[src/include/tcc_pkg.sv]
// Shared constants and mode decoding for the timer capture/compare block.
// Assumes an 8-bit register port with a 5-bit byte address.
`default_nettype none

package tcc_pkg;

   // ***********************************************
   // Register offsets
   // ***********************************************
   localparam logic [4:0] OFS_CTRL = 5'h00;         // Mode, filter, edge, source
   localparam logic [4:0] OFS_OUT_MODE = 5'h01;     // Output mode, two bits a channel
   localparam logic [4:0] OFS_FORCE = 5'h02;        // Force strobes, write only
   localparam logic [4:0] OFS_IRQ_EN = 5'h03;       // Interrupt enables
   localparam logic [4:0] OFS_FLAGS = 5'h04;        // Flags, write one to clear
   localparam logic [4:0] OFS_COUNT_LOW = 5'h05;    // Count low byte
   localparam logic [4:0] OFS_COUNT_HIGH = 5'h06;   // Count high byte via latch
   localparam logic [4:0] OFS_CAPTURE_LOW = 5'h07;  // Capture low byte
   localparam logic [4:0] OFS_CAPTURE_HIGH = 5'h08; // Capture high byte via latch
   localparam logic [4:0] OFS_COMPARE_BASE = 5'h09; // Channel k low at base plus 2k
   localparam logic [4:0] OFS_OUT_STATE = 5'h0f;    // Compare output states

   // ***********************************************
   // Field positions and reset values
   // ***********************************************
   localparam int CTRL_MODE_LSB = 0;       // Waveform mode, four bits
   localparam int CTRL_SOURCE_BIT = 5;     // Comparator capture select
   localparam int CTRL_EDGE_BIT = 6;       // One selects rising edge
   localparam int CTRL_FILTER_BIT = 7;     // Capture filter enable
   localparam int FLAG_CAPTURE_BIT = 0;    // Capture flag and enable
   localparam int FLAG_COMPARE_LSB = 1;    // Compare flags and enables
   localparam int MAX_CHANNELS = 3;        // Room in the address map
   localparam int FILTER_SAMPLES = 4;      // Agreeing samples to change level
   localparam logic [15:0] VALUE_RESET = 16'h0000; // Capture and compare reset

   // Output mode encodings
   localparam logic [1:0] COM_OFF = 2'h0;
   localparam logic [1:0] COM_TOGGLE = 2'h1;
   localparam logic [1:0] COM_CLEAR = 2'h2;
   localparam logic [1:0] COM_SET = 2'h3;

   // ***********************************************
   // Waveform mode classes
   // ***********************************************
   // Normal and clear-on-match modes are the non-PWM ones
   function automatic logic is_pwm(input logic [3:0] m);
      return !(m == 4'h0 || m == 4'h4 || m == 4'hc || m == 4'hd);
   endfunction

   // Capture value defines TOP
   function automatic logic capture_top(input logic [3:0] m);
      return m == 4'h8 || m == 4'ha || m == 4'hc || m == 4'he;
   endfunction

   // Channel A defines TOP
   function automatic logic compare_top(input logic [3:0] m);
      return m == 4'h4 || m == 4'h9 || m == 4'hb || m == 4'hf;
   endfunction

   // Phase and frequency correct modes reload at BOTTOM
   function automatic logic load_at_bottom(input logic [3:0] m);
      return m == 4'h8 || m == 4'h9;
   endfunction

endpackage

`default_nettype wire

[src/hw/tcc_capture_compare.sv]
// Capture and compare channels of a 16-bit timer, with an 8-bit register port.
// Assumes a separate counter unit supplies count, tick, TOP and BOTTOM.
//
// The address map and strobed register access are this design's own decisions.
`default_nettype none

// Operation
// RULE1 - A qualified edge copies the 16-bit count into the capture value
// RULE2 - Capture flag rises in the same cycle the capture value loads
// RULE3 - Capture flag with enable requests interrupt; service or write one clears
// RULE4 - Capture low read loads latch with high byte; high read returns latch
// RULE5 - Capture value writable only in capture-TOP modes, high byte first
// RULE6 - Only first instance may capture from comparator output when selected
// RULE7 - Software clears capture flag after switching capture source
// RULE8 - Filter changes level only after four agreeing system-clock samples
// RULE9 - Filter enable bit; four cycles latency; runs on system clock
// RULE10 - Capture triggering disabled in modes where capture value is TOP
// RULE11 - Capture follows the pin level, even when driven by its port
// RULE12 - Each capture overwrites the capture value unconditionally
// RULE13 - Count equal to compare value sets compare flag at next tick
// RULE14 - Compare flag with enable requests interrupt; service or write one clears
// RULE15 - Channel A may define counter TOP
// RULE16 - PWM modes buffer compare value, loaded at TOP or BOTTOM
// RULE17 - Accesses reach buffer or active value; compare reads skip latch
// RULE18 - Compare high write fills latch; low write moves both at once
// RULE19 - Force strobe in non-PWM modes updates output, no flag, no count change
// RULE20 - Count write blocks every compare match at the next tick
// RULE21 - Count written equal to TOP misses that TOP match
// RULE22 - Output mode acts at once; output state survives mode changes
// RULE23 - One high-byte latch serves count, compare and capture values
// RULE24 - Edge select chooses rising or falling capture edge

module tcc_capture_compare #(
   parameter int CHANNELS = 3,          // Compare channels
   parameter bit FIRST_INSTANCE = 1'b1  // Comparator capture allowed
) (
   input wire logic clk_i,                          // System clock, 100 MHz
   input wire logic reset_i,                        // Synchronous reset
   input wire logic ce_i,                           // Clock enable
   input wire logic [4:0] addr_i,                   // Register address
   input wire logic [7:0] wdata_i,                  // Write data
   input wire logic wr_i,                           // Write strobe
   input wire logic rd_i,                           // Read strobe
   output logic [7:0] rdata_o,                      // Read data, cycle after rd_i
   input wire logic capture_pin_i,                  // Capture pin level
   input wire logic comparator_output_i,            // Analog comparator output
   input wire logic timer_tick_i,                   // Timer clock enable pulse
   input wire logic [15:0] timer_count_i,           // Running count
   input wire logic at_top_i,                       // Count at TOP
   input wire logic at_bottom_i,                    // Count at BOTTOM
   input wire logic capture_irq_ack_i,              // Capture interrupt serviced
   input wire logic [CHANNELS-1:0] compare_irq_ack_i, // Compare interrupts serviced
   output logic count_wr_o,                         // Count load pulse
   output logic [15:0] count_wr_data_o,             // Count load value
   output logic [3:0] waveform_mode_o,              // Waveform mode
   output logic [15:0] top_value_o,                 // Variable TOP value
   output logic top_match_o,                        // Count at variable TOP
   output logic [CHANNELS-1:0] compare_match_o,     // Matches taken this tick
   output logic [CHANNELS-1:0] compare_output_o,    // Compare output states
   output logic capture_irq_o,                      // Capture interrupt request
   output logic [CHANNELS-1:0] compare_irq_o        // Compare interrupt requests
);

   // ***********************************************
   // State
   // ***********************************************
   typedef struct packed {
      logic [1:0] pin_sync;
      logic [1:0] cmp_sync;
      logic prev_level;
      logic [3:0] mode;
      logic filter_en;
      logic edge_sel;
      logic source_sel;
      logic [CHANNELS-1:0][1:0] out_mode;
      logic cap_irq_en;
      logic [CHANNELS-1:0] cmp_irq_en;
      logic cap_flag;
      logic [CHANNELS-1:0] cmp_flag;
      logic [15:0] capture;
      logic [7:0] latch;
      logic [CHANNELS-1:0][15:0] active;
      logic [CHANNELS-1:0][15:0] buffer;
      logic [CHANNELS-1:0] pending;
      logic [CHANNELS-1:0] matched;
      logic block;
      logic [CHANNELS-1:0] out_state;
      logic count_wr;
      logic [15:0] count_data;
      logic [7:0] rdata;
   } tcc_state_type;

   tcc_state_type s;
   tcc_state_type next_s;
   logic source_level;
   logic filt_level;
   logic cap_evt;
   logic pwm;
   logic [CHANNELS-1:0] equal;

   if (CHANNELS < 1 || CHANNELS > tcc_pkg::MAX_CHANNELS) begin : g_bad
      $error("tcc_capture_compare supports one to three channels");
   end

   // ***********************************************
   // Capture path
   // ***********************************************
   // Pin level is sampled as seen, so a port-driven level also captures
   assign source_level = (FIRST_INSTANCE && s.source_sel) ? // RULE6
      s.cmp_sync[1] : s.pin_sync[1]; // RULE11

   tcc_noise_filter #(
      .SAMPLES(tcc_pkg::FILTER_SAMPLES)
   ) u_filter (
      .clk_i(clk_i),
      .reset_i(reset_i),
      .ce_i(ce_i),
      .enable_i(s.filter_en), // RULE9
      .level_i(source_level),
      .level_o(filt_level)
   );

   // Edge qualifier; source switching can fake an edge, software copes
   always_comb begin
      if (s.edge_sel) begin
         cap_evt = filt_level && !s.prev_level; // RULE24
      end else begin
         cap_evt = !filt_level && s.prev_level;
      end
      if (tcc_pkg::capture_top(s.mode)) begin
         cap_evt = 1'b0; // RULE10
      end
   end

   assign pwm = tcc_pkg::is_pwm(s.mode);

   // One comparator per channel, always running
   for (genvar k = 0; k < CHANNELS; k++) begin : g_cmp
      assign equal[k] = timer_count_i == s.active[k]; // RULE13
   end

   // ***********************************************
   // Next state
   // ***********************************************
   always_comb begin
      logic [15:0] target;
      logic [4:0] low_addr;
      next_s = s;
      target = '0;
      low_addr = '0;
      next_s.pin_sync = {s.pin_sync[0], capture_pin_i};
      next_s.cmp_sync = {s.cmp_sync[0], comparator_output_i};
      next_s.prev_level = filt_level;
      next_s.count_wr = 1'b0;
      next_s.rdata = '0;

      // Capture overwrites regardless of an unread stamp
      if (cap_evt) begin
         next_s.capture = timer_count_i; // RULE1 RULE12
      end

      // Timer tick: matches seen last tick become flags and output actions
      if (timer_tick_i) begin
         for (int k = 0; k < CHANNELS; k++) begin
            next_s.matched[k] = s.pending[k];
            if (s.pending[k]) begin
               next_s.out_state[k] = apply_mode(s.out_mode[k], s.out_state[k], pwm);
            end
            next_s.pending[k] = equal[k] && !s.block; // RULE13 RULE20
            if (pwm && (tcc_pkg::load_at_bottom(s.mode) ? at_bottom_i : at_top_i)) begin
               next_s.active[k] = s.buffer[k]; // RULE16
            end
         end
         next_s.block = 1'b0;
      end else begin
         next_s.matched = '0;
      end

      // Register writes
      if (wr_i) begin
         if (addr_i == tcc_pkg::OFS_CTRL) begin
            next_s.mode = wdata_i[tcc_pkg::CTRL_MODE_LSB +: 4];
            next_s.filter_en = wdata_i[tcc_pkg::CTRL_FILTER_BIT]; // RULE9
            next_s.edge_sel = wdata_i[tcc_pkg::CTRL_EDGE_BIT]; // RULE24
            next_s.source_sel = FIRST_INSTANCE && wdata_i[tcc_pkg::CTRL_SOURCE_BIT]; // RULE6
         end else if (addr_i == tcc_pkg::OFS_OUT_MODE) begin
            for (int k = 0; k < CHANNELS; k++) begin
               next_s.out_mode[k] = wdata_i[2*k +: 2]; // RULE22
            end
         end else if (addr_i == tcc_pkg::OFS_FORCE) begin
            for (int k = 0; k < CHANNELS; k++) begin
               if (wdata_i[k] && !pwm) begin
                  next_s.out_state[k] = apply_mode(s.out_mode[k], next_s.out_state[k], 1'b0); // RULE19
               end
            end
         end else if (addr_i == tcc_pkg::OFS_IRQ_EN) begin
            next_s.cap_irq_en = wdata_i[tcc_pkg::FLAG_CAPTURE_BIT];
            next_s.cmp_irq_en = wdata_i[tcc_pkg::FLAG_COMPARE_LSB +: CHANNELS];
         end else if (addr_i == tcc_pkg::OFS_COUNT_LOW) begin
            next_s.count_wr = 1'b1;
            next_s.count_data = {s.latch, wdata_i}; // RULE23
            next_s.block = 1'b1; // RULE20 RULE21
         end else if (addr_i == tcc_pkg::OFS_CAPTURE_LOW) begin
            if (tcc_pkg::capture_top(s.mode) && !cap_evt) begin
               next_s.capture = {s.latch, wdata_i}; // RULE5
            end
         end else if (addr_i == tcc_pkg::OFS_COUNT_HIGH || addr_i == tcc_pkg::OFS_CAPTURE_HIGH) begin
            next_s.latch = wdata_i; // RULE23
         end
         for (int k = 0; k < CHANNELS; k++) begin
            low_addr = tcc_pkg::OFS_COMPARE_BASE + 5'(2 * k);
            if (addr_i == low_addr + 5'h01) begin
               next_s.latch = wdata_i; // RULE18
            end else if (addr_i == low_addr) begin
               if (pwm) begin
                  next_s.buffer[k] = {s.latch, wdata_i}; // RULE17 RULE18
               end else begin
                  next_s.active[k] = {s.latch, wdata_i}; // RULE16 RULE18
               end
            end
         end
      end

      // Register reads, data shown in the next cycle only
      if (rd_i) begin
         if (addr_i == tcc_pkg::OFS_CTRL) begin
            next_s.rdata = {s.filter_en, s.edge_sel, s.source_sel, 1'b0, s.mode};
         end else if (addr_i == tcc_pkg::OFS_OUT_MODE) begin
            next_s.rdata = 8'(s.out_mode);
         end else if (addr_i == tcc_pkg::OFS_IRQ_EN) begin
            next_s.rdata = 8'({s.cmp_irq_en, s.cap_irq_en});
         end else if (addr_i == tcc_pkg::OFS_FLAGS) begin
            next_s.rdata = 8'({s.cmp_flag, s.cap_flag});
         end else if (addr_i == tcc_pkg::OFS_COUNT_LOW) begin
            next_s.rdata = timer_count_i[7:0];
            next_s.latch = timer_count_i[15:8]; // RULE23
         end else if (addr_i == tcc_pkg::OFS_CAPTURE_LOW) begin
            next_s.rdata = s.capture[7:0];
            next_s.latch = s.capture[15:8]; // RULE4
         end else if (addr_i == tcc_pkg::OFS_COUNT_HIGH || addr_i == tcc_pkg::OFS_CAPTURE_HIGH) begin
            next_s.rdata = s.latch; // RULE4
         end else if (addr_i == tcc_pkg::OFS_OUT_STATE) begin
            next_s.rdata = 8'(s.out_state);
         end
         for (int k = 0; k < CHANNELS; k++) begin
            low_addr = tcc_pkg::OFS_COMPARE_BASE + 5'(2 * k);
            target = pwm ? s.buffer[k] : s.active[k];
            if (addr_i == low_addr) begin
               next_s.rdata = target[7:0]; // RULE17
            end else if (addr_i == low_addr + 5'h01) begin
               next_s.rdata = target[15:8]; // RULE17
            end
         end
      end

      // Flags: a set in the clearing cycle wins
      next_s.cap_flag = (s.cap_flag && !capture_irq_ack_i &&
         !(wr_i && addr_i == tcc_pkg::OFS_FLAGS && wdata_i[tcc_pkg::FLAG_CAPTURE_BIT]))
         || cap_evt; // RULE2 RULE3
      for (int k = 0; k < CHANNELS; k++) begin
         next_s.cmp_flag[k] = (s.cmp_flag[k] && !compare_irq_ack_i[k] &&
            !(wr_i && addr_i == tcc_pkg::OFS_FLAGS && wdata_i[tcc_pkg::FLAG_COMPARE_LSB + k]))
            || (timer_tick_i && s.pending[k]); // RULE13 RULE14
      end
   end

   // Output action for one match; toggling only serves non-PWM modes
   function automatic logic apply_mode(input logic [1:0] m, input logic cur, input logic p);
      logic r;
      r = cur;
      if (m == tcc_pkg::COM_TOGGLE) begin
         r = p ? cur : !cur;
      end else if (m == tcc_pkg::COM_CLEAR) begin
         r = 1'b0;
      end else if (m == tcc_pkg::COM_SET) begin
         r = 1'b1;
      end
      return r;
   endfunction

   // Whole state registered at once; output state never reset by a mode change
   always_ff @(posedge clk_i) begin
      if (reset_i) begin
         s <= '0;
      end else if (ce_i) begin
         s <= next_s; // RULE22
      end
   end

   // ***********************************************
   // Outputs
   // ***********************************************
   assign rdata_o = s.rdata;
   assign count_wr_o = s.count_wr;
   assign count_wr_data_o = s.count_data;
   assign waveform_mode_o = s.mode;
   assign top_value_o = tcc_pkg::capture_top(s.mode) ? s.capture : s.active[0]; // RULE15
   // Blocked after a count write, so a count written at TOP runs on
   assign top_match_o = (timer_count_i == top_value_o) && !s.block && // RULE21
      (tcc_pkg::capture_top(s.mode) || tcc_pkg::compare_top(s.mode));
   assign compare_match_o = s.matched;
   assign compare_output_o = s.out_state;
   assign capture_irq_o = s.cap_flag && s.cap_irq_en; // RULE3
   assign compare_irq_o = s.cmp_flag & s.cmp_irq_en; // RULE14

   // ***********************************************
   // Checks
   // ***********************************************
   chk_capture_stamp: assert property ( // RULE1
      @(posedge clk_i) disable iff (reset_i)
      ce_i && cap_evt |=> s.capture == $past(timer_count_i))
      else $error("capture did not store the count");

   chk_capture_flag_same: assert property ( // RULE2
      @(posedge clk_i) disable iff (reset_i)
      $rose(s.cap_flag) |-> $past(cap_evt) && s.capture == $past(timer_count_i))
      else $error("capture flag and capture value out of step");

   chk_capture_ack_clear: assert property ( // RULE3
      @(posedge clk_i) disable iff (reset_i)
      ce_i && capture_irq_ack_i && !cap_evt |=> !s.cap_flag && !capture_irq_o)
      else $error("capture flag not cleared by service");

   chk_latch_on_low: assert property ( // RULE4
      @(posedge clk_i) disable iff (reset_i)
      ce_i && rd_i && addr_i == tcc_pkg::OFS_CAPTURE_LOW
      |=> s.latch == $past(s.capture[15:8]) && rdata_o == $past(s.capture[7:0]))
      else $error("capture low read did not load the latch");

   chk_capture_write_lock: assert property ( // RULE5
      @(posedge clk_i) disable iff (reset_i)
      ce_i && wr_i && addr_i == tcc_pkg::OFS_CAPTURE_LOW
      && !tcc_pkg::capture_top(s.mode) && !cap_evt |=> $stable(s.capture))
      else $error("capture value written outside capture-TOP modes");

   chk_no_top_trigger: assert property ( // RULE10
      @(posedge clk_i) disable iff (reset_i)
      tcc_pkg::capture_top(s.mode) |-> !cap_evt ##1 !$rose(s.cap_flag))
      else $error("capture fired in a capture-TOP mode");

   chk_compare_flag: assert property ( // RULE13
      @(posedge clk_i) disable iff (reset_i)
      ce_i && timer_tick_i && s.pending[0] |=> s.cmp_flag[0] && compare_match_o[0])
      else $error("compare match did not set its flag");

   chk_top_source: assert property ( // RULE15
      @(posedge clk_i) disable iff (reset_i)
      tcc_pkg::compare_top(s.mode) |-> top_value_o == s.active[0])
      else $error("channel A not used as TOP");

   chk_direct_write: assert property ( // RULE18
      @(posedge clk_i) disable iff (reset_i)
      ce_i && wr_i && addr_i == tcc_pkg::OFS_COMPARE_BASE && !pwm
      |=> s.active[0] == {$past(s.latch), $past(wdata_i)})
      else $error("compare low write did not move both bytes");

   chk_force_no_flag: assert property ( // RULE19
      @(posedge clk_i) disable iff (reset_i)
      ce_i && wr_i && addr_i == tcc_pkg::OFS_FORCE && !timer_tick_i && s.cmp_flag == '0
      |=> s.cmp_flag == '0 && !count_wr_o)
      else $error("force strobe set a flag or touched the count");

   chk_count_block: assert property ( // RULE20
      @(posedge clk_i) disable iff (reset_i)
      ce_i && timer_tick_i && s.block |=> s.pending == '0)
      else $error("compare match not blocked after a count write");

endmodule

`default_nettype wire

[src/hw/tcc_noise_filter.sv]
// Four-sample agreement filter in front of the capture edge detector.
// Assumes its input is already synchronised to clk_i.
`default_nettype none

module tcc_noise_filter #(
   parameter int SAMPLES = tcc_pkg::FILTER_SAMPLES // Samples that must agree
) (
   input wire logic clk_i,    // System clock
   input wire logic reset_i,  // Synchronous reset, active high
   input wire logic ce_i,     // Clock enable
   input wire logic enable_i, // Filter enable
   input wire logic level_i,  // Synchronised input level
   output logic level_o       // Filtered level
);

   // ***********************************************
   // State
   // ***********************************************
   typedef struct packed {
      logic [SAMPLES-1:0] hist;
      logic level;
   } tcc_filter_type;

   tcc_filter_type s;
   tcc_filter_type next_s;

   if (SAMPLES < 2) begin : g_bad
      $error("tcc_noise_filter needs at least two samples");
   end

   // Shift samples, change level only on full agreement
   always_comb begin
      next_s = s;
      next_s.hist = {s.hist[SAMPLES-2:0], level_i};
      if (next_s.hist == '0 || next_s.hist == '1) begin
         next_s.level = next_s.hist[0]; // RULE8
      end
   end

   // Filter runs on the system clock, never on the timer tick
   always_ff @(posedge clk_i) begin
      if (reset_i) begin
         s <= '0;
      end else if (ce_i) begin
         s <= next_s; // RULE9
      end
   end

   // Bypass adds no delay when the filter is off
   assign level_o = enable_i ? s.level : level_i; // RULE9

   chk_filter_settles: assert property ( // RULE8
      @(posedge clk_i) disable iff (reset_i)
      (enable_i && ce_i && level_i)[*4] |=> s.level)
      else $error("filter did not settle after four agreeing samples");

endmodule

`default_nettype wire

[config.mk]
export PLATFORM = sky130hd
export DESIGN_NAME = tcc_capture_compare
export DESIGN_NICKNAME = d
export VERILOG_FILES = /design/src/include/tcc_pkg.sv /design/src/hw/tcc_capture_compare.sv /design/src/hw/tcc_noise_filter.sv
export SDC_FILE = /design/constraint.sdc
export NUM_CORES = 1
export LEC_CHECK = 0
export BUFFER_PORTS_ARGS = -buffer_cell sky130_fd_sc_hd__buf_2
export CAP_MARGIN = 5
export CELL_PAD_IN_SITES_DETAIL_PLACEMENT = 2
export CELL_PAD_IN_SITES_GLOBAL_PLACEMENT = 2
export CORE_ASPECT_RATIO = 1.75
export CORE_UTILIZATION = 35
export DETAILED_ROUTE_END_ITERATION = 12
export PLACE_DENSITY = 0.88
export SLEW_MARGIN = 20
export SYNTH_ARGS = -nofsm -noshare
export SYNTH_HDL_FRONTEND = slang
export SYNTH_HIERARCHICAL = 1
export SYNTH_SLANG_ARGS = --single-unit
export TNS_END_PERCENT = 100
[constraint.sdc]
create_clock -name clk_i -period 2.6 [get_ports clk_i]
set_input_delay 0.39 -clock clk_i [delete_from_list [all_inputs] [get_ports clk_i]]
set_output_delay 0.39 -clock clk_i [all_outputs]
set_load 0.03 [all_outputs]
==> results.toml <==
[timing]
fin_ws_ns = -0.630
fmaxAchievable_mhz = 310
rsz0062_at_grt = "true"
maxSlewHeadroom_pct = 40.0
hold_viol_final = 0
timing.final.crit_period_ns = 3.23
setup_viol = 1
finClkSkew_ns = 0.0123
worst_pin_slew_ns = 0.895
period_share_pct = 124
report.final.slew_viol_count = 0

[global_routing]
track_usage_pct = 37.2
overflow = 0
grt_max_degree = 86
grt_first_pass_wirelength_um = 82700
grt_pass1_vias = 12900
antenna_found_initial = 0

[outcome]
status = "complete, but fails checks"
violations = "negative setup slack"

[logic_synthesis]
synthFlopType = "dfxtp_1"
syn_inst = 1355
avgSynthCellArea_um2 = 7.71
yosysSeqAreaShare_pct = 35.5
synth_cell_type_count = 83
synth-edff-count = 0
synth_area_mm2 = 0.0104
yosys.area.top_type_share_pct = 35.5
yosysTopAreaCell = "dfxtp_1"
ys_seq_elements = 185
ys_warn_count = 6
ys_top_cells_by_area = "dfxtp_1, nand2_1, a21oi_1"
synth_fp_nets = 1398
async_flop_share_pct = 0

[drt]
post_drt_wl_per_cell_um = 30.6
postRouteAntennaNets = 0
drt_iter0_drc = 885
dr.pass1.iters = 5
drt_wl_total_um = 56100
via_per_inst = 6.30
drcViolationCount = 0
dr_total_vias = 11500

[place]
io_buffers = 98
dp_hpwl_um = 40600
place_area_mm2 = 0.0116
placed_cells = 1798
gp_congestion = 1.01

[worst_setup_path]
worst-path-max-fanout = 13
cp-end-kind = "output port"
cp_top_family = "simple AND/OR/NAND/NOR gates"
crit_type = "flop to output port"
critPathLaunchType = "flop"
crit_chain = "nor2b_4 > buf_12 > buf_4 > mux2_4 > xor2_1 > nor4_2 > nand4_1 > nor4bb_4 > buf_6"
worstPathBufferInverterCount = 3
crit_required_ns = 2.21
critPathMaxStageDelay_ns = 0.35
critPathArrivalTime_ns = 2.84
critical-path-slowest-cell = "nor4bb_4"
r2r_slack_ns = 0.01

[floorplanning]
die_x_um = 133
rows = 83
fp.dieH_um = 231
pin_count = 99
die_area_mm2 = 0.0306
start_util_pct = 35.5
core_area_mm2 = 0.0294

[clock_tree]
cts_buffer_depth = 2
root_buffer = "clkbuf_16"
ctsHoldBuffers = 0
cts_tree = "yes"
insertion_delay_ns = 0.48
clk_pin_slew_ns = 0.07
numCtsBuffers = 17
clock-sinks = 185
h-tree-depth = 4

[finish]
fin_area_mm2 = 0.0123
final_cell_mix = "nand2_1, dfxtp_1, a21oi_1"
drive_above_1_share_pct = 21.1
layout_commonest_cell = "nand2_1"
instances_no_fill = 1830
diodes = 0
nNetsFinal = 1480
areaGrowthSynthToFinish_pct = 17.3

[flow_run]
drv_cap = 0

[hold_path]
hold_class = "primary input to flop"

[pwr]
powerDensity_mw_per_mm2 = 502
total_power_mw = 6.15
power_leakage_nw = 4.64
ir_drop_mv = 0.510
==> timing repair <==
| action | CTS | global route |
|---|---|---|
| setup buffers | 0 | 1 |
| resized for setup | 10 | 6 |
| setup endpoints to repair | 13 | 23 |
| pin swaps | 3 | 2 |
| gates cloned | 0 | 1 |
==> cells by family (layout without fill, tap and decap cells) <==
group / after synthesis / count (layout) / share of synthesized area (%)
AND/OR/NAND/NOR: 511 / 511 / 23.7
XOR/XNOR: 65 / 65 / 5.45
flip-flops: 185 / 185 / 35.5
multiplexers: 56 / 56 / 5.80
AO/OA/AOI/OAI: 372 / 372 / 21.6
buffers and inverters: 166 / 259 / 8.00
==> worst paths after layout <==
check,start,endpoint,depth (start not counted)
min,capture_pin_i,next_s[180],3
min reg2reg,count_wr_data_o[13],count_wr_data_o[13],2
max,waveform_mode_o[3],top_match_o,9
max reg2reg,s[169],s[146],8
==> registers in the layout, indices dropped and copies added (netlist names), 2 cells and up <==
name	flops
s	144
count_wr_data_o	16
rdata_o	8
compare_output_o	3
u_filter/next_s	3
next_s	2
compare_match_o	3
waveform_mode_o	4
==> per-stage QoR <==
stage	hold slack [ns]	utilization (%)	worst slack, ns	TNS (ns)
2_1_floorplan	0.437	-	0.0229	0
3_3_place_gp	0.443	39.6	-0.0949	-0.0949
3_5_place_dp	0.455	39.6	-0.225	-0.402
4_1_cts	0.149	41.6	-0.643	-0.643
5_1_grt	0.189	41.7	-0.658	-0.818
6_report	0.152	41.7	-0.630	-0.630
==> layer usage <==
layer  up-vias  GRT usage (%)  share of wire, %
met5         -              0                 0
met4         0           38.8                12
met3       308           8.89               6.1
met2       608           63.2                48
met1      5733           35.8                34
li1       4880              -                 -
==> synth_stat cells (20+ instances only) <==
master / count
xor2_1: 50
a22oi_1: 25
nor2_1: 95
a21oi_1: 153
mux2i_1: 35
o21ai_0: 44
clkbuf_1: 68
o22ai_1: 65
buf_4: 40
nor3_1: 38
nand2_1: 250
buf_2: 38
a31oi_1: 20
dfxtp_1: 185
==> power by group <==
part           switching (mW)  internal, mW  leakage [nW]
Sequential             0.0238          2.85          1.49
Combinational           0.497         0.210          2.90
Clock                    1.24          1.33         0.250
==> area by class of cell <==
type | instances | area [um^2]
multi-input cells | 1004 | 5990
clock buffers | 23 | 458
inverters | 14 | 52.6
repair buffers | 215 | 1500
well taps | 382 | 478
flip-flops and latches | 185 | 3700
fillers | 3309 | 17100
clock inverters | 7 | 71.3
==> tightest hold or removal path: stages <==
cell and delay (ns):
buf_2 0.07, mux2i_1 0.06, nor2_1 0.07
Power figures use the tool's default switching activity.
